### config.mk
export PLATFORM = sky130hd
export DESIGN_NAME = flash_bank_command_state_machine
export DESIGN_NICKNAME = d
export VERILOG_FILES = /design/src/fcsm_pkg.sv /design/src/bank_output_state.sv /design/src/flash_bank_command_state_machine.sv
export SDC_FILE = /design/constraint.sdc
export NUM_CORES = 1
export LEC_CHECK = 0
export BUFFER_PORTS_ARGS = -buffer_cell sky130_fd_sc_hd__buf_2
export CAP_MARGIN = 20
export CORE_MARGIN = 1
export CORE_UTILIZATION = 45
export CTS_BUF_LIST = sky130_fd_sc_hd__clkbuf_2
export CTS_CLUSTER_SIZE = 12
export DETAILED_ROUTE_END_ITERATION = 12
export PLACE_DENSITY = 0.68
export SLEW_MARGIN = 10
export SYNTH_ARGS = -nofsm -noshare
export SYNTH_HDL_FRONTEND = slang
export SYNTH_SLANG_ARGS = --single-unit
### constraint.sdc
create_clock -name core_clk_i -period 1.7 [get_ports core_clk_i]
set_input_delay 0.17 -clock core_clk_i [delete_from_list [all_inputs] [get_ports core_clk_i]]
set_output_delay 0.17 -clock core_clk_i [all_outputs]
set_load 0.02 [all_outputs]
### src/fcsm_pkg.sv
// Package: command codes, state and output-kind enumerations.
// Assumes an 8-bit command field and a bank-number field from the bus side.
package fcsm_pkg;
    localparam int CMD_W = 8;
    localparam int CNT_W = 8;
    localparam logic [CMD_W-1:0] CMD_LOCK_SETUP = 8'h60;
    localparam logic [CMD_W-1:0] CMD_OTP_SETUP = 8'hC0;
    localparam logic [CMD_W-1:0] CMD_BLK_LOCK = 8'h01;
    localparam logic [CMD_W-1:0] CMD_BLK_LOCKDOWN = 8'h2F;
    localparam logic [CMD_W-1:0] CMD_SET_SETUP_WORD = 8'h03;
    localparam logic [CMD_W-1:0] CMD_PROG_SETUP = 8'h40;
    localparam logic [CMD_W-1:0] CMD_BUF_SETUP = 8'hE8;
    localparam logic [CMD_W-1:0] CMD_CONFIRM = 8'hD0;
    localparam logic [CMD_W-1:0] CMD_READ_ARRAY = 8'hFF;
    localparam logic [CMD_W-1:0] CMD_READ_STATUS = 8'h70;
    localparam logic [CMD_W-1:0] CMD_READ_SIG = 8'h90;
    localparam logic [CMD_W-1:0] CMD_READ_QUERY = 8'h98;
    localparam logic [CNT_W-1:0] CNT_ZERO = 8'h00;
    localparam logic [CNT_W-1:0] CNT_ONE = 8'h01;

    typedef enum logic [1:0] {
        OUT_ARRAY,
        OUT_STATUS,
        OUT_SIGNATURE,
        OUT_QUERY
    } out_kind_t;

    typedef enum logic [3:0] {
        ST_READY,
        ST_LOCK_SETUP,
        ST_OTP_SETUP,
        ST_OTP_BUSY,
        ST_INTERIM_OTP,
        ST_PROG_SETUP,
        ST_PROG_BUSY,
        ST_INTERIM_PROG,
        ST_BUF_SETUP,
        ST_BUF_LOAD1,
        ST_BUF_LOAD2,
        ST_BUF_CONFIRM,
        ST_BUF_BUSY,
        ST_INTERIM_BUF,
        ST_INTERIM_READY
    } front_state_t;
endpackage

### src/bank_output_state.sv
// One bank's output-kind holder.
// Assumes write strobe and command are from the same clock domain.
`timescale 1ns/1ns
module bank_output_state (
    input wire logic core_clk_i, // Clock
    input wire logic rst_i, // Sync reset, active high
    input wire logic hit_i, // Command write aimed at this bank
    input wire logic [fcsm_pkg::CMD_W-1:0] cmd_i, // Command code
    output fcsm_pkg::out_kind_t kind_o // Output kind of this bank
);
    import fcsm_pkg::*;

    // ----------------------------------------
    // Output kind register
    // ----------------------------------------
    always_ff @(posedge core_clk_i) begin
        if (rst_i) begin
            kind_o <= OUT_ARRAY;
        end else if (hit_i) begin
            case (cmd_i)
                CMD_READ_ARRAY: kind_o <= OUT_ARRAY;
                CMD_READ_STATUS: kind_o <= OUT_STATUS;
                CMD_READ_SIG: kind_o <= OUT_SIGNATURE;
                CMD_READ_QUERY: kind_o <= OUT_QUERY;
                CMD_PROG_SETUP, CMD_BUF_SETUP, CMD_CONFIRM,
                CMD_LOCK_SETUP, CMD_OTP_SETUP: kind_o <= OUT_STATUS;
                default: kind_o <= kind_o;
            endcase
        end
    end

    a_bank_hold: assert property (@(posedge core_clk_i)
        disable iff (rst_i) !hit_i |=> kind_o == $past(kind_o))
        else $error("bank output kind changed without a command");
    a_bank_status: assert property (@(posedge core_clk_i)
        disable iff (rst_i)
        hit_i && cmd_i == CMD_READ_STATUS |=> kind_o == OUT_STATUS)
        else $error("read status did not select status output");
endmodule // bank_output_state

### src/flash_bank_command_state_machine.sv
// Command front end of a multi-bank flash: decodes command cycles and
// tracks program controller busy; per-bank output kind selection.
// Assumes writes and controller done arrive on core_clk_i, one cycle each.
// Behaviour
// - At reset every bank presents array data.
// - A bank keeps its output kind until a command hits that bank.
// - Output kind set by a command affects only the addressed bank.
// - Output kind is array, status, signature or query data.
// - Next state uses current state, write strobe, command, count and done, not output kind.
// - While controller is active, two-cycle command cycles are discarded.
// - After buffer setup, count minus one is latched; go to load 1.
// - Load 2 takes words, decrementing count; confirm expected at zero.
// - Program busy plus lock setup enters interim; program continues.
// - Buffer busy plus setup enters interim; done goes to interim ready.
`timescale 1ns/1ns
module flash_bank_command_state_machine #(
    parameter int BANKS = 16, // Number of banks
    parameter int BANK_W = 4 // Bank number width
) (
    input wire logic core_clk_i, // Clock, 100 MHz
    input wire logic rst_i, // Sync reset, active high
    input wire logic wr_i, // Command write strobe, one cycle
    input wire logic [fcsm_pkg::CMD_W-1:0] cmd_i, // Command or data low
    input wire logic [BANK_W-1:0] bank_i, // Bank of the write address
    input wire logic [BANK_W-1:0] rd_bank_i, // Bank of the read address
    input wire logic pec_done_i, // Controller finished, one cycle
    output fcsm_pkg::front_state_t state_o, // Current interface state
    output fcsm_pkg::out_kind_t rd_kind_o, // Output kind for read bank
    output logic pec_start_o, // Start controller, one-cycle pulse
    output logic pec_busy_o, // Controller running
    output logic lock_err_o, // Sticky lock error
    output logic lock_op_o, // Lock or set-word confirm pulse
    output logic buf_word_o, // Buffer data word accepted pulse
    output logic [fcsm_pkg::CNT_W-1:0] count_o // Remaining word count
);
    import fcsm_pkg::*;

    front_state_t state_r;
    front_state_t state_nxt;
    logic [CNT_W-1:0] count_nxt;
    logic [BANK_W-1:0] cmd_bank_r;
    out_kind_t kind_w [BANKS];
    logic start_nxt;
    logic lock_bad;
    logic lock_ok;

    // ----------------------------------------
    // Per-bank output kind
    // ----------------------------------------
    for (genvar g = 0; g < BANKS; g++) begin : g_bank
        bank_output_state bank_output_state_inst (
            .core_clk_i(core_clk_i),
            .rst_i(rst_i),
            .hit_i(wr_i && bank_i == BANK_W'(g)),
            .cmd_i(cmd_i),
            .kind_o(kind_w[g])
        );
    end

    // Read mux registered to keep outputs from flip-flops
    always_ff @(posedge core_clk_i) begin
        if (rst_i) begin
            rd_kind_o <= OUT_ARRAY;
        end else begin
            rd_kind_o <= kind_w[rd_bank_i];
        end
    end

    // ----------------------------------------
    // Next-state decode
    // ----------------------------------------
    // Only state_r, wr_i, cmd_i, count_o and pec_done_i are read here, never a bank kind
    always_comb begin
        state_nxt = state_r;
        count_nxt = count_o;
        start_nxt = 1'b0;
        lock_bad = 1'b0;
        lock_ok = 1'b0;
        case (state_r)
            ST_READY, ST_INTERIM_READY: begin
                if (wr_i) begin
                    case (cmd_i)
                        CMD_LOCK_SETUP: state_nxt = ST_LOCK_SETUP;
                        CMD_OTP_SETUP: state_nxt = ST_OTP_SETUP;
                        CMD_PROG_SETUP: state_nxt = ST_PROG_SETUP;
                        CMD_BUF_SETUP: state_nxt = ST_BUF_SETUP;
                        default: state_nxt = ST_READY;
                    endcase
                end
            end
            ST_LOCK_SETUP: begin
                if (wr_i) begin
                    state_nxt = ST_READY;
                    if (cmd_i == CMD_BLK_LOCK || cmd_i == CMD_BLK_LOCKDOWN ||
                        cmd_i == CMD_SET_SETUP_WORD) begin
                        lock_ok = 1'b1;
                    end else begin
                        lock_bad = 1'b1;
                    end
                end
            end
            ST_OTP_SETUP: begin
                if (wr_i) begin
                    state_nxt = ST_OTP_BUSY;
                    start_nxt = 1'b1;
                end
            end
            ST_PROG_SETUP: begin
                if (wr_i) begin
                    state_nxt = ST_PROG_BUSY;
                    start_nxt = 1'b1;
                end
            end
            ST_BUF_SETUP: begin
                if (wr_i) begin
                    state_nxt = ST_BUF_LOAD1;
                    count_nxt = cmd_i;
                end
            end
            ST_BUF_LOAD1: begin
                if (wr_i) begin
                    // First word location; count keeps the words still due
                    if (count_o == CNT_ZERO) begin
                        state_nxt = ST_BUF_CONFIRM;
                    end else begin
                        state_nxt = ST_BUF_LOAD2;
                    end
                end
            end
            ST_BUF_LOAD2: begin
                if (wr_i) begin
                    if (count_o == CNT_ONE) begin
                        state_nxt = ST_BUF_CONFIRM;
                    end
                    count_nxt = count_o - CNT_ONE;
                end
            end
            ST_BUF_CONFIRM: begin
                if (wr_i) begin
                    if (cmd_i == CMD_CONFIRM) begin
                        state_nxt = ST_BUF_BUSY;
                        start_nxt = 1'b1;
                    end else begin
                        state_nxt = ST_READY;
                    end
                end
            end
            // Busy states: writes ignored except setup entering interim
            ST_OTP_BUSY, ST_PROG_BUSY, ST_BUF_BUSY: begin
                if (pec_done_i) begin
                    state_nxt = ST_READY;
                end else if (wr_i && cmd_i == CMD_LOCK_SETUP) begin
                    if (state_r == ST_OTP_BUSY) begin
                        state_nxt = ST_INTERIM_OTP;
                    end else if (state_r == ST_PROG_BUSY) begin
                        state_nxt = ST_INTERIM_PROG;
                    end else begin
                        state_nxt = ST_INTERIM_BUF;
                    end
                end
            end
            ST_INTERIM_OTP, ST_INTERIM_PROG, ST_INTERIM_BUF: begin
                if (pec_done_i) begin
                    state_nxt = ST_INTERIM_READY;
                end else if (wr_i) begin
                    // Second cycle discarded, back to plain busy
                    case (state_r)
                        ST_INTERIM_OTP: state_nxt = ST_OTP_BUSY;
                        ST_INTERIM_PROG: state_nxt = ST_PROG_BUSY;
                        default: state_nxt = ST_BUF_BUSY;
                    endcase
                end
            end
            default: state_nxt = ST_READY;
        endcase
    end

    // ----------------------------------------
    // State and counter registers
    // ----------------------------------------
    always_ff @(posedge core_clk_i) begin
        if (rst_i) begin
            state_r <= ST_READY;
            count_o <= CNT_ZERO;
        end else begin
            state_r <= state_nxt;
            count_o <= count_nxt;
        end
    end

    assign state_o = state_r;

    // Controller handshake and event pulses
    always_ff @(posedge core_clk_i) begin
        if (rst_i) begin
            pec_start_o <= 1'b0;
            pec_busy_o <= 1'b0;
            lock_op_o <= 1'b0;
            buf_word_o <= 1'b0;
        end else begin
            pec_start_o <= start_nxt;
            if (start_nxt) begin
                pec_busy_o <= 1'b1;
            end else if (pec_done_i) begin
                pec_busy_o <= 1'b0;
            end
            lock_op_o <= lock_ok;
            buf_word_o <= wr_i && (state_r == ST_BUF_LOAD1 ||
                state_r == ST_BUF_LOAD2);
        end
    end

    // Sticky lock error, cleared by a new lock setup from ready
    always_ff @(posedge core_clk_i) begin
        if (rst_i) begin
            lock_err_o <= 1'b0;
        end else if (lock_bad) begin
            lock_err_o <= 1'b1;
        end else if (wr_i && cmd_i == CMD_LOCK_SETUP &&
                     state_r == ST_READY) begin
            lock_err_o <= 1'b0;
        end
    end

    // ----------------------------------------
    // Assertions
    // ----------------------------------------
    a_busy_ignore: assert property (@(posedge core_clk_i)
        disable iff (rst_i)
        state_r == ST_PROG_BUSY && wr_i && cmd_i != CMD_LOCK_SETUP &&
        !pec_done_i |=> state_r == ST_PROG_BUSY)
        else $error("program busy left on a non-setup write");
    a_busy_interim: assert property (@(posedge core_clk_i)
        disable iff (rst_i)
        state_r == ST_PROG_BUSY && wr_i && cmd_i == CMD_LOCK_SETUP &&
        !pec_done_i |=> state_r == ST_INTERIM_PROG)
        else $error("program busy did not enter interim");
    a_interim_done: assert property (@(posedge core_clk_i)
        disable iff (rst_i)
        state_r == ST_INTERIM_BUF && pec_done_i |=>
        state_r == ST_INTERIM_READY)
        else $error("interim buffer busy did not go to interim ready");
    a_count_latch: assert property (@(posedge core_clk_i)
        disable iff (rst_i)
        state_r == ST_BUF_SETUP && wr_i |=>
        state_r == ST_BUF_LOAD1 && count_o == $past(cmd_i))
        else $error("buffer count not latched");
    a_load_dec: assert property (@(posedge core_clk_i)
        disable iff (rst_i)
        state_r == ST_BUF_LOAD2 && wr_i |=>
        count_o == $past(count_o) - CNT_ONE)
        else $error("buffer count not decremented");
    a_load_end: assert property (@(posedge core_clk_i)
        disable iff (rst_i)
        state_r == ST_BUF_LOAD2 && wr_i && count_o == CNT_ONE |=>
        state_r == ST_BUF_CONFIRM)
        else $error("load did not end at zero count");
    a_lock_error: assert property (@(posedge core_clk_i)
        disable iff (rst_i)
        state_r == ST_LOCK_SETUP && wr_i && cmd_i != CMD_BLK_LOCK &&
        cmd_i != CMD_BLK_LOCKDOWN && cmd_i != CMD_SET_SETUP_WORD |=>
        state_r == ST_READY && lock_err_o)
        else $error("bad lock confirm not flagged");
    a_otp_flow: assert property (@(posedge core_clk_i)
        disable iff (rst_i)
        state_r == ST_OTP_SETUP && wr_i |=>
        state_r == ST_OTP_BUSY && pec_start_o)
        else $error("otp write did not start controller");
    a_busy_noop: assert property (@(posedge core_clk_i)
        disable iff (rst_i)
        state_r == ST_BUF_BUSY && wr_i && !pec_done_i |=>
        !pec_start_o && !lock_op_o)
        else $error("write acted while controller active");
    a_read_kind: assert property (@(posedge core_clk_i)
        disable iff (rst_i)
        1'b1 |=> rd_kind_o == $past(kind_w[rd_bank_i]))
        else $error("read kind not from read bank");
    c_buf_prog: cover property (@(posedge core_clk_i) disable iff (rst_i)
        state_r == ST_BUF_CONFIRM ##1 state_r == ST_BUF_BUSY);
    c_lock_ok: cover property (@(posedge core_clk_i) disable iff (rst_i)
        lock_op_o);
    c_interim_ready: cover property (@(posedge core_clk_i)
        disable iff (rst_i) state_r == ST_INTERIM_READY);
endmodule // flash_bank_command_state_machine

# After elaboration in Yosys (flattened, before gate mapping)
# Cells that the tools add are included.
[totals]
regBits = 51
in_bits = 20
out_inout_bits = 19
elab_cells = 174
[op_classes]
add_sub_neg = 1
order_cmp = 1
n_eq_ne = 53
n_mux = 39
n_bitwise = 3
n_reduce_logical = 53
[ops]
columns = ["cell", "count"]
rows = [
  ["4-bit 2-to-1 mux", 16],
  ["4-bit == test, second input constant", 15],
  ["8-bit == test, second input constant", 6],
  ["4-bit one-hot mux with 10 select lines", 1],
  ["4-bit by 3-bit == test with 1-bit output, second input constant", 8],
  ["2-bit AND reduction", 16],
  ["8-bit by 7-bit == test with 1-bit output, second input constant", 3],
  ["1-bit logical AND", 19],
  ["2-bit inequality test, second input constant", 9],
  ["4-bit by 2-bit == test with 1-bit output, second input constant", 4],
  ["8-bit by 1-bit == test with 1-bit output, second input constant", 2],
  ["8-bit 2-to-1 mux", 2],
  ["4-bit one-hot mux with 4 select lines", 1],
  ["8-bit one-hot mux with 2 select lines", 1],
  ["1-bit 2-to-1 mux", 12],
  ["11-bit AND reduction", 1],
  ["3-bit OR reduction", 3],
  ["2-bit binary-select mux with 4-bit select", 1],
  ["4-bit by 1-bit == test with 1-bit output, second input constant", 2],
  ["8-bit by 2-bit == test with 1-bit output, second input constant", 1],
  ["8-bit by 6-bit == test with 1-bit output, second input constant", 1],
  ["4-bit zero test", 2],
  ["8-bit zero test", 1],
  ["2-bit one-hot mux with 4 select lines", 1],
  ["other kinds (14)", 22],
]

# Longest topological paths before layout
# Gate-level depths: netlist of the first run.
[logic_depth]
depth_word = 7
mapped_depth = 8
depth_no_buf = 6

# Modules after synthesis
# A second synthesis of the first run with hierarchy kept.
[hier_totals]
cells_unflattened = 653
hier_area_um2 = 4862.2
[modules_own_cells]
columns = ["module", "instances", "cells_each", "area_each_um2", "seq_area_each_um2"]
rows = [
  ["bank_output_state", 16, 27, 190.2, 40.0],
  ["flash_bank_command_state_machine", 1, 221, 1819.2, 380.4],
]

# Least setup slack after synthesis of the first run
# Ideal clock, no wire load.
[synth_path]
path_type = "register to register"
from = "register state_r[3], in the netlist state_o[3]"
to = "register state_r[0], in the netlist state_o[0]"
setup_time_ps = 123
arrival_time_ps = 1806
required_time_ps = 1577
path_slack_ps = -229
path_stages_with_launch = 7
period_less_slack_ps = 1929
path_cell_list = "dfxtp_1 -> clkbuf_1 -> or3b_1 -> o32a_1 -> o21a_1 -> o21ai_2 -> mux2_1"
[synth_between]
elab_chain_cells = 5
word_cells_on_any_way = 37
classes_between = "eq/ne: 25; mux: 7; reduce/logical: 5"
[synth_rtl]
columns = ["item", "line", "rtl"]
rows = [
  ["start, declared", "flash_bank_command_state_machine.sv:38", "front_state_t state_r;"],
  ["start signal, assigned", "flash_bank_command_state_machine.sv:186", "state_r <= state_nxt;"],
  ["4-bit by 3-bit == test with 1-bit output / 4-bit by 2-bit == test with 1-bit output (equally long branches)", "flash_bank_command_state_machine.sv:79, flash_bank_command_state_machine.sv:167, flash_bank_command_state_machine.sv:153", ""],
  ["4-bit one-hot mux with 2 select lines / 4-bit 2-to-1 mux (equally long branches)", "flash_bank_command_state_machine.sv:167, flash_bank_command_state_machine.sv:153", ""],
  ["4-bit 2-to-1 mux, on equally long branches", "flash_bank_command_state_machine.sv:165, flash_bank_command_state_machine.sv:152", ""],
  ["4-bit 2-to-1 mux, on equally long branches", "flash_bank_command_state_machine.sv:163, flash_bank_command_state_machine.sv:150", ""],
  ["4-bit one-hot mux with 10 select lines", "flash_bank_command_state_machine.sv:79", "case (state_r)"],
]
# Parallel ways exist; a longest one is shown, timed or not. The select of a mux whose other input is x is not followed.
# A chain may end at the register's enable or synchronous reset.

# Worst setup path in the final report of the first run
# Same ends and word-level chain as after synthesis.

==> results of run 1 <==
repair_timing:
| action | 4_1_cts | 5_1_grt |
|---|---|---|
| setup endpoints to repair | 4 | 6 |
| endpoints found under the hold margin | 0 | 0 |
| gates cloned | 0 | 0 |
| resized for setup | 2 | 5 |
| buffers inserted | 2 | 1 |
| pin swaps | 1 | 0 |
per-layer routing:
layer / track usage / up-vias
met4: 0.0656 / 0
met2: 0.362 / 86
met1: 0.326 / 1422
li1: - / 1453
met3: 0.0370 / 10
met5: 0 / -
through the flow:
stage | area, µm² | worst slack, ns | power (mW)
4_1_cts | 4020 | -0.0000990 | 2.08
2_1_floorplan | 3310 | -0.142 | 1.39
5_1_grt | 4040 | -0.0656 | 2.14
3_3_place_gp | 3950 | -0.174 | 1.51
3_5_place_dp | 3950 | -0.227 | 1.52
6_report | 4040 | -0.0217 | 2.07
worst max-delay path by stage:
| stage | startpoint | slack, ns | end | cells after the start |
|---|---|---|---|---|
| 4_1_cts | state_o[3] | -0.0001 | state_o[0] | 5 |
| 2_1_floorplan | state_o[3] | -0.14 | state_o[0] | 6 |
| 5_1_grt | state_o[0] | -0.07 | state_o[3] | 7 |
| 6_report | state_o[3] | -0.02 | state_o[0] | 5 |
| 3_5_place_dp | cmd_i[5] | -0.23 | g_bank[0].bank_output_state_inst.kind_o[1] | 7 |
| 3_3_place_gp | cmd_i[5] | -0.17 | g_bank[2].bank_output_state_inst.kind_o[1] | 7 |
power by group through the flow:
| stage | combinational (mW) | clock (mW) | sequential (mW) |
|---|---|---|---|
| global placement | 0.290 | 0 | 1.22 |
| finish | 0.299 | 0.567 | 1.20 |
| global route | 0.319 | 0.617 | 1.20 |
| detailed placement | 0.294 | 0 | 1.22 |
| CTS | 0.297 | 0.578 | 1.20 |
| floorplan | 0.168 | 0 | 1.22 |
flip-flops by register name, indices dropped and copies added (netlist names):
signal,flops
state_o,4
count_o,8
pec_start_o,1
pec_busy_o,1
buf_word_o,1
lock_err_o,1
lock_op_o,1
g_bank.bank_output_state_inst.kind_o,32
rd_kind_o,2
worst max-delay path: stages (launching register included):
cell,delay [ns]
dfxtp_4,0.43
or3b_1,0.35
o32a_1,0.20
o21a_1,0.22
o21ai_2,0.14
mux2_1,0.33
cell type report:
cell class	count	area [µm²]
multi-input combinational	247	2070
sequential	51	1030
clock inverter	3	26.3
fill	611	2900
tap	96	120
timing repair buffer	99	711
inverter	16	60.1
clock buffer	5	25.0
cells by family (layout without fill, tap and decap cells):
kind of cell | Yosys count | in the layout | share of synthesized area
xor+xnor | 3 | 3 | 0.00799
simple gates | 122 | 122 | 0.203
mux | 30 | 30 | 0.130
flops | 51 | 51 | 0.310
fa+ha+maj | 3 | 3 | 0.0114
compound gates | 89 | 89 | 0.271
buf+inv | 45 | 123 | 0.0662
cell usage in the layout (no fill, tap or decap), drive strengths merged, types with 11 or more instances in the layout:
master and count:
mux2i 19, o22ai 11, buf 99, dfxtp 51
nor2 18, a2111oi 16, a21oi 15, inv 17
nand2 39
==> impl_metrics.tcl, run 1 <==
set metrics [dict create \
    cp_data_arrival_time_ns 2.12 \
    grt_max_degree 19 \
    synth_top_flop_cell "dfxtp_1" \
    grt_pass1_wl_um 13600 \
    io_buffer_count 38 \
    diodes 0 \
    rsz0062_at_grt "true" \
    num_vias 2971 \
    slew_violations 0 \
    start_kind "register" \
    violations "setup timing" \
    finalCritPeriodShare 1.01 \
    clk_pin_slew_worst_paths_ns 0.32 \
    syn-cell-area_mm2 0.00329 \
    r2r-end "state_o[0]" \
    core-area_mm2 0.00694 \
    synth_warnings 0 \
    first_pass_iters 4 \
    syn_nets 366 \
    numCtsBuffers 5 \
    postLayoutCoreUtil 0.582 \
    critical_path_class "reg2reg" \
    hp-start "bank_i[2]" \
    cts.htree.levels 2 \
    r2r_slack_ns -0.02 \
    slew_headroom 0.632 \
    fp.dieW_um 87.5 \
    p_switching_mw 0.629 \
    post-route-drc-count 0 \
    dr_wl_met2_um 3880 \
    syn_inst 343 \
    max_freq_mhz 581 \
    finalNonFillerCells 517 \
    synth_edf_count 0 \
    hp-class "in2reg" \
    hold_viol_final 0 \
    synth_top_area_frac 0.310 \
    wl_met3_um 414 \
    io_pins 39 \
    switching_share 0.304 \
    grt-ovfl-total 0 \
    dpl.cell_count 506 \
    hold_end "g_bank[7].bank_output_state_inst.kind_o[0]" \
    gp_congestion 0.877 \
    holdWs_ns 0.0360 \
    met1_length_um 3980 \
    start_util 0.474 \
    tns_ns -0.0254 \
    hold_depth 3 \
    worstPathRequired_ns 2.10 \
    ys_top_cells_by_area "dfxtp_1 (31%), a2111oi_4 (8.4%), mux4_2 (6.8%)" \
    r2r_cells 5 \
    grt_usage 0.230 \
    wl_per_cell_um 16.2 \
    viasPerCell 5.75 \
    drt_iter0_markers 144 \
    leakage_nw 1.46 \
    synth_seq_area_share 0.310 \
    yosys.cell_count.top_type "dfxtp_1" \
    cts_tree "done" \
    fin_ws_ns -0.0217 \
    wl_um 8380 \
    ir_worst_vdd_uv 313 \
    drive_above_1_share 0.366 \
    dieArea_mm2 0.00766 \
    antenna_found_initial 0 \
    seqPwrFrac 0.581 \
    fin_nets 443 \
    synthArstFlopShare 0 \
    area_growth_pct 22.8 \
    antenna_left 0 \
    netlist_top_cells_count "dfxtp_1 (51), nand2_1 (38), mux2i_1 (19), clkbuf_1 (18), nor2_1 (18)" \
    synthDistinctLibCells 65 \
    outcome "complete, but fails checks" \
    cts_sinks 51 \
    max_cap_violations 0 \
    clock_path_buffers 2 \
    min_period_ns 1.72 \
    grt_pass1_vias 2784 \
    highest_layer "met4" \
    die_y_um 87.5 \
    syn_avg_cell_area_um2 9.59 \
    p_int_mw 1.44 \
    insertion_delay_ns 0.48 \
    r2r-start "state_o[3]" \
    dpl.hpwl_um 6230 \
    skew_ns 0.0404 \
    ctsRootBufferMaster "clkbuf_2" \
    yosysTopAreaCell "dfxtp_1" \
    crit_path_end_kind "register" \
    hold_buffers 0 \
    ys_ff_latch 51 \
    power.density_mw_per_mm2 512 \
    rows 30 \
    tightest_slew_ns 0.552 \
    path_max_fanout 4 \
    setup_viol 2 \
    combPwrFrac 0.145 \
    clockPowerShare 0.274 \
]
No activity file was read; power rests on OpenSTA's default activity.
==> run 2: changes to the inputs <==
CORE_UTILIZATION = 36   (was 45)
PLACE_DENSITY = 0.57   (was 0.68)
TNS_END_PERCENT = 30   (was default)
==> impl_metrics.tcl, run 2 (synthesis results as in run 1) <==
set metrics [dict create \
    r2r_cells 5 \
    final_common_cell "buf_4" \
    min_period_ns 1.72 \
    leakage_nw 1.49 \
    grt_pass1_vias 2888 \
    tightest_slew_ns 0.458 \
    fin_nets 448 \
    die_y_um 97.6 \
    cp_data_arrival_time_ns 2.11 \
    power.density_mw_per_mm2 527 \
    io_pins 39 \
    r2r-end "state_o[0]" \
    grt-ovfl-total 0 \
    slew_headroom 0.694 \
    wl_um 8930 \
    diodes 0 \
    antenna_found_initial 0 \
    worstPathRequired_ns 2.09 \
    final_cell_mix "buf_4 (62), dfxtp_1 (47), nand2_1 (38), buf_2 (38), mux2i_1 (19)" \
    hp-class "in2reg" \
    first_pass_iters 8 \
    setup_viol 2 \
    finalCritPeriodShare 1.01 \
    wl_per_cell_um 16.8 \
    max_cap_violations 0 \
    fp.dieW_um 97.6 \
    grt_max_degree 27 \
    hold_depth 3 \
    use_met2 0.319 \
    area_growth_pct 25.2 \
    total_power_mw 2.17 \
    clock_path_buffers 2 \
    violations "DRC, setup timing" \
    critical_path_class "reg2reg" \
    hp-start "rd_bank_i[3]" \
    outcome "complete, but fails checks" \
    grt_util_met3 0.0245 \
    post-route-drc-count 6 \
    grt_pass1_wl_um 14900 \
    cts_sinks 51 \
    met1_usage 0.272 \
    gp_congestion 0.802 \
    ctsRootBufferMaster "clkbuf_2" \
    rows 34 \
    hold_viol_final 0 \
    num_vias 2963 \
    start_util 0.374 \
    holdWs_ns 0.0728 \
    io_buffer_count 38 \
    ir_worst_vdd_uv 264 \
    drive_above_1_share 0.381 \
    grt_usage 0.196 \
    largest_reg_flops 32 \
    antenna_left 0 \
    cts.htree.levels 2 \
    drt_iter0_markers 141 \
    clk_pin_slew_worst_paths_ns 0.29 \
    max_freq_mhz 581 \
    postLayoutCoreUtil 0.468 \
    start_kind "register" \
    path_max_fanout 4 \
    tns_ns -0.0245 \
    crit_start "state_o[1]" \
    insertion_delay_ns 0.46 \
    hold_end "rd_kind_o[1]" \
    slew_violations 0 \
    numCtsBuffers 5 \
    viasPerCell 5.56 \
    dieArea_mm2 0.00953 \
    dpl.hpwl_um 6640 \
    r2r-start "state_o[1]" \
    core-area_mm2 0.00881 \
    hold_buffers 0 \
    fin_ws_ns -0.0198 \
    r2r_slack_ns -0.02 \
    rsz0062_at_grt "true" \
    cts_tree "done" \
    skew_ns 0.0272 \
    top_register "g_bank.bank_output_state_inst.kind_o" \
    crit_path_end_kind "register" \
    grt-busiest-layer "met2" \
]
-- run 2: how the worst max path moves through the flow --
| stage | to | slack, ns | cells after the start |
|---|---|---|---|
| floorplan | state_o[0] | -0.14 | 6 |
| global placement | g_bank[3].bank_output_state_inst.kind_o[1] | -0.22 | 7 |
| detailed placement | g_bank[2].bank_output_state_inst.kind_o[1] | -0.27 | 7 |
| CTS | state_o[0] | -0.04 | 5 |
| global route | state_o[1] | -0.10 | 6 |
| finish | state_o[0] | -0.02 | 5 |
-- run 2: routing by layer --
metal	routed length (µm)	share of wire	vias up
li1	-	-	1464
met1	4420	0.50	1439
met2	4090	0.46	52
met3	311	0.035	8
met4	105	0.012	0
met5	0	0	-
-- run 2: final cells by class --
cell class / count / area, µm²
fill: 854 / 4680
multi-input combinational: 247 / 2100
sequential: 51 / 1030
timing repair buffer: 104 / 736
tap: 108 / 135
inverter: 16 / 60.1
clock inverter: 2 / 37.5
clock buffer: 5 / 25.0
-- run 2: what timing repair did --
action,in CTS,in global routing
setup endpoints to repair,4,7
resized for setup,6,7
buffers inserted,0,1
pin swaps,0,2
-- run 2: where the power goes --
part	internal, mW	switching, mW
clock network	0.239	0.425
registers	1.20	0.00111
logic	0.126	0.183
-- run 2: per-stage QoR --
step	area [µm²]	setup slack, ns	instances
after CTS	4080	-0.0362	532
after global routing	4120	-0.101	533
after detailed placement	4000	-0.269	525
final	4120	-0.0198	533
after global placement	4000	-0.224	525
after floorplan	3300	-0.142	343
-- run 2: critical path, stage by stage (launching register included) --
cell and delay, ns:
dfxtp_2 0.41, or3b_1 0.34, o32a_1 0.20, o21a_1 0.22
o21ai_2 0.16, mux2_1 0.33
==> run 3: changes to the inputs <==
CORE_UTILIZATION = 55   (was 36)
PLACE_DENSITY = 0.8   (was 0.57)
==> impl_metrics.tcl, run 3 (synthesis results as in run 1) <==
set metrics [dict create \
    p_switching_mw 0.583 \
    r2r-end "state_o[0]" \
    area_growth_pct 20.1 \
    leakage_nw 1.42 \
    diodes 0 \
    insertion_delay_ns 0.45 \
    hp-class "in2reg" \
    io_buffer_count 38 \
    viasPerCell 6.21 \
    die_y_um 79.4 \
    slowest_stage "dfxtp_4" \
    wl_um 8410 \
    max_freq_mhz 582 \
    fillers 412 \
    critical_path_depth 5 \
    critical_path_class "reg2reg" \
    hold_viol_final 0 \
    hold_buffers 0 \
    antenna_left 0 \
    cts.htree.levels 2 \
    outcome "complete, but fails checks" \
    gp_congestion 0.921 \
    grt-ovfl-total 0 \
    fin_ws_ns -0.0196 \
    drive_above_1_share 0.351 \
    switching_share 0.272 \
    finalCritPeriodShare 1.01 \
    postPlaceCellArea_mm2 0.00386 \
    r2r_cells 5 \
    ctsRootBufferMaster "clkbuf_2" \
    num_vias 3010 \
    io_pins 39 \
    first_pass_iters 4 \
    setup_viol 1 \
    grt_usage 0.288 \
    path_buf_inv 0 \
    seqPwrFrac 0.561 \
    cp_data_arrival_time_ns 2.09 \
    crit_path_end_kind "register" \
    crit_family "compound AO/OA/AOI/OAI gates" \
    skew_ns 0.0174 \
    post-route-drc-count 0 \
    min_period_ns 1.72 \
    r2r_slack_ns -0.02 \
    power.density_mw_per_mm2 541 \
    slew_headroom 0.658 \
    rsz0062_at_grt "true" \
    antenna_found_initial 0 \
    cts_tree "done" \
    crit_start "state_o[3]" \
    dpl.hpwl_um 6180 \
    drt_iter0_markers 253 \
    cts_sinks 51 \
    numCtsBuffers 5 \
    clockPowerShare 0.299 \
    start_kind "register" \
    rows 27 \
    slew_violations 0 \
    r2r-start "state_o[3]" \
    grt_pass1_wl_um 14200 \
    combPwrFrac 0.140 \
    setup.worst_path.end "state_o[0]" \
    fp.dieW_um 79.4 \
    max_cap_violations 0 \
    p_int_mw 1.56 \
    worstPathRequired_ns 2.07 \
    final_area_mm2 0.00395 \
    start_util 0.583 \
    wl_per_cell_um 17.3 \
    clk_pin_slew_worst_paths_ns 0.26 \
    final_cell_mix "buf_4 (50), dfxtp_1 (48), nand2_1 (38), buf_2 (38), mux2i_1 (19)" \
    clock_path_buffers 2 \
    violations "setup timing" \
    total_power_mw 2.14 \
    ir_worst_vdd_uv 341 \
    fin_nets 436 \
    grt_max_degree 23 \
    largest_reg_flops 32 \
    path_max_fanout 4 \
    tightest_slew_ns 0.511 \
    top_register "g_bank.bank_output_state_inst.kind_o" \
    final_common_cell "buf_4" \
    grt_pass1_vias 2895 \
    crit_path_max_incr_delay_ns 0.40 \
    core-area_mm2 0.00564 \
    dieArea_mm2 0.00630 \
    cp_cell_sequence "or3b_1 > o32a_1 > o21a_1 > o21ai_2 > mux2_1" \
]
==> run 3: repair_timing <==
action / in CTS / in global routing
pin swaps: 1 / 1
setup endpoints to repair: 4 / 7
gates resized for setup: 3 / 3
setup buffers: 0 / 1
==> run 3: final cells by class <==
class | instances | area [µm²] | area share
Tap cell | 72 | 90.1 | 0.0228
Multi-Input combinational cell | 247 | 2070 | 0.523
Sequential cell | 51 | 1030 | 0.260
Timing Repair Buffer | 92 | 646 | 0.163
Inverter | 16 | 60.1 | 0.0152
Clock inverter | 2 | 37.5 | 0.00950
Clock buffer | 5 | 25.0 | 0.00633
==> run 3: metal layers <==
metal | track usage | part of all wire
met5 | 0 | 0
met4 | 0.0873 | 0.019
met3 | 0.0414 | 0.050
met2 | 0.443 | 0.47
met1 | 0.417 | 0.47
==> run 3: power by group through the flow <==
stage	sequential (mW)	clock, mW	combinational, mW
floorplan	1.22	0	0.168
global placement	1.22	0	0.284
detailed placement	1.22	0	0.290
CTS	1.20	0.652	0.292
global route	1.20	0.699	0.317
finish	1.20	0.640	0.299
==> run 3: worst min path at each step <==
stage,start,end,slack (ns),cells past startpoint
2_1_floorplan,cmd_i[0],lock_op_o,0.35,2
3_3_place_gp,pec_busy_o,pec_busy_o,0.44,1
3_5_place_dp,pec_busy_o,pec_busy_o,0.44,1
4_1_cts,rst_i,lock_err_o,0.05,2
5_1_grt,rst_i,lock_err_o,0.04,2
6_report,rst_i,lock_err_o,0.07,2
==> run 3: metrics by stage <==
stage | std cells | hold WS, ns | setup slack (ns) | utilization | setup TNS (ns)
2_1_floorplan | 343 | 0.354 | -0.142 | - | -0.224
3_3_place_gp | 477 | 0.436 | -0.187 | 0.685 | -4.21
3_5_place_dp | 477 | 0.437 | -0.218 | 0.685 | -5.12
4_1_cts | 484 | 0.0491 | -0.0139 | 0.697 | -0.0139
5_1_grt | 485 | 0.0382 | -0.0650 | 0.701 | -0.183
6_report | 485 | 0.0707 | -0.0196 | 0.701 | -0.0196
==> run 3: worst reg2reg max path: stages, from the launching register on <==
cell and delay (ns):
dfxtp_4 0.40, or3b_1 0.34, o32a_1 0.20, o21a_1 0.23
o21ai_2 0.16, mux2_1 0.33
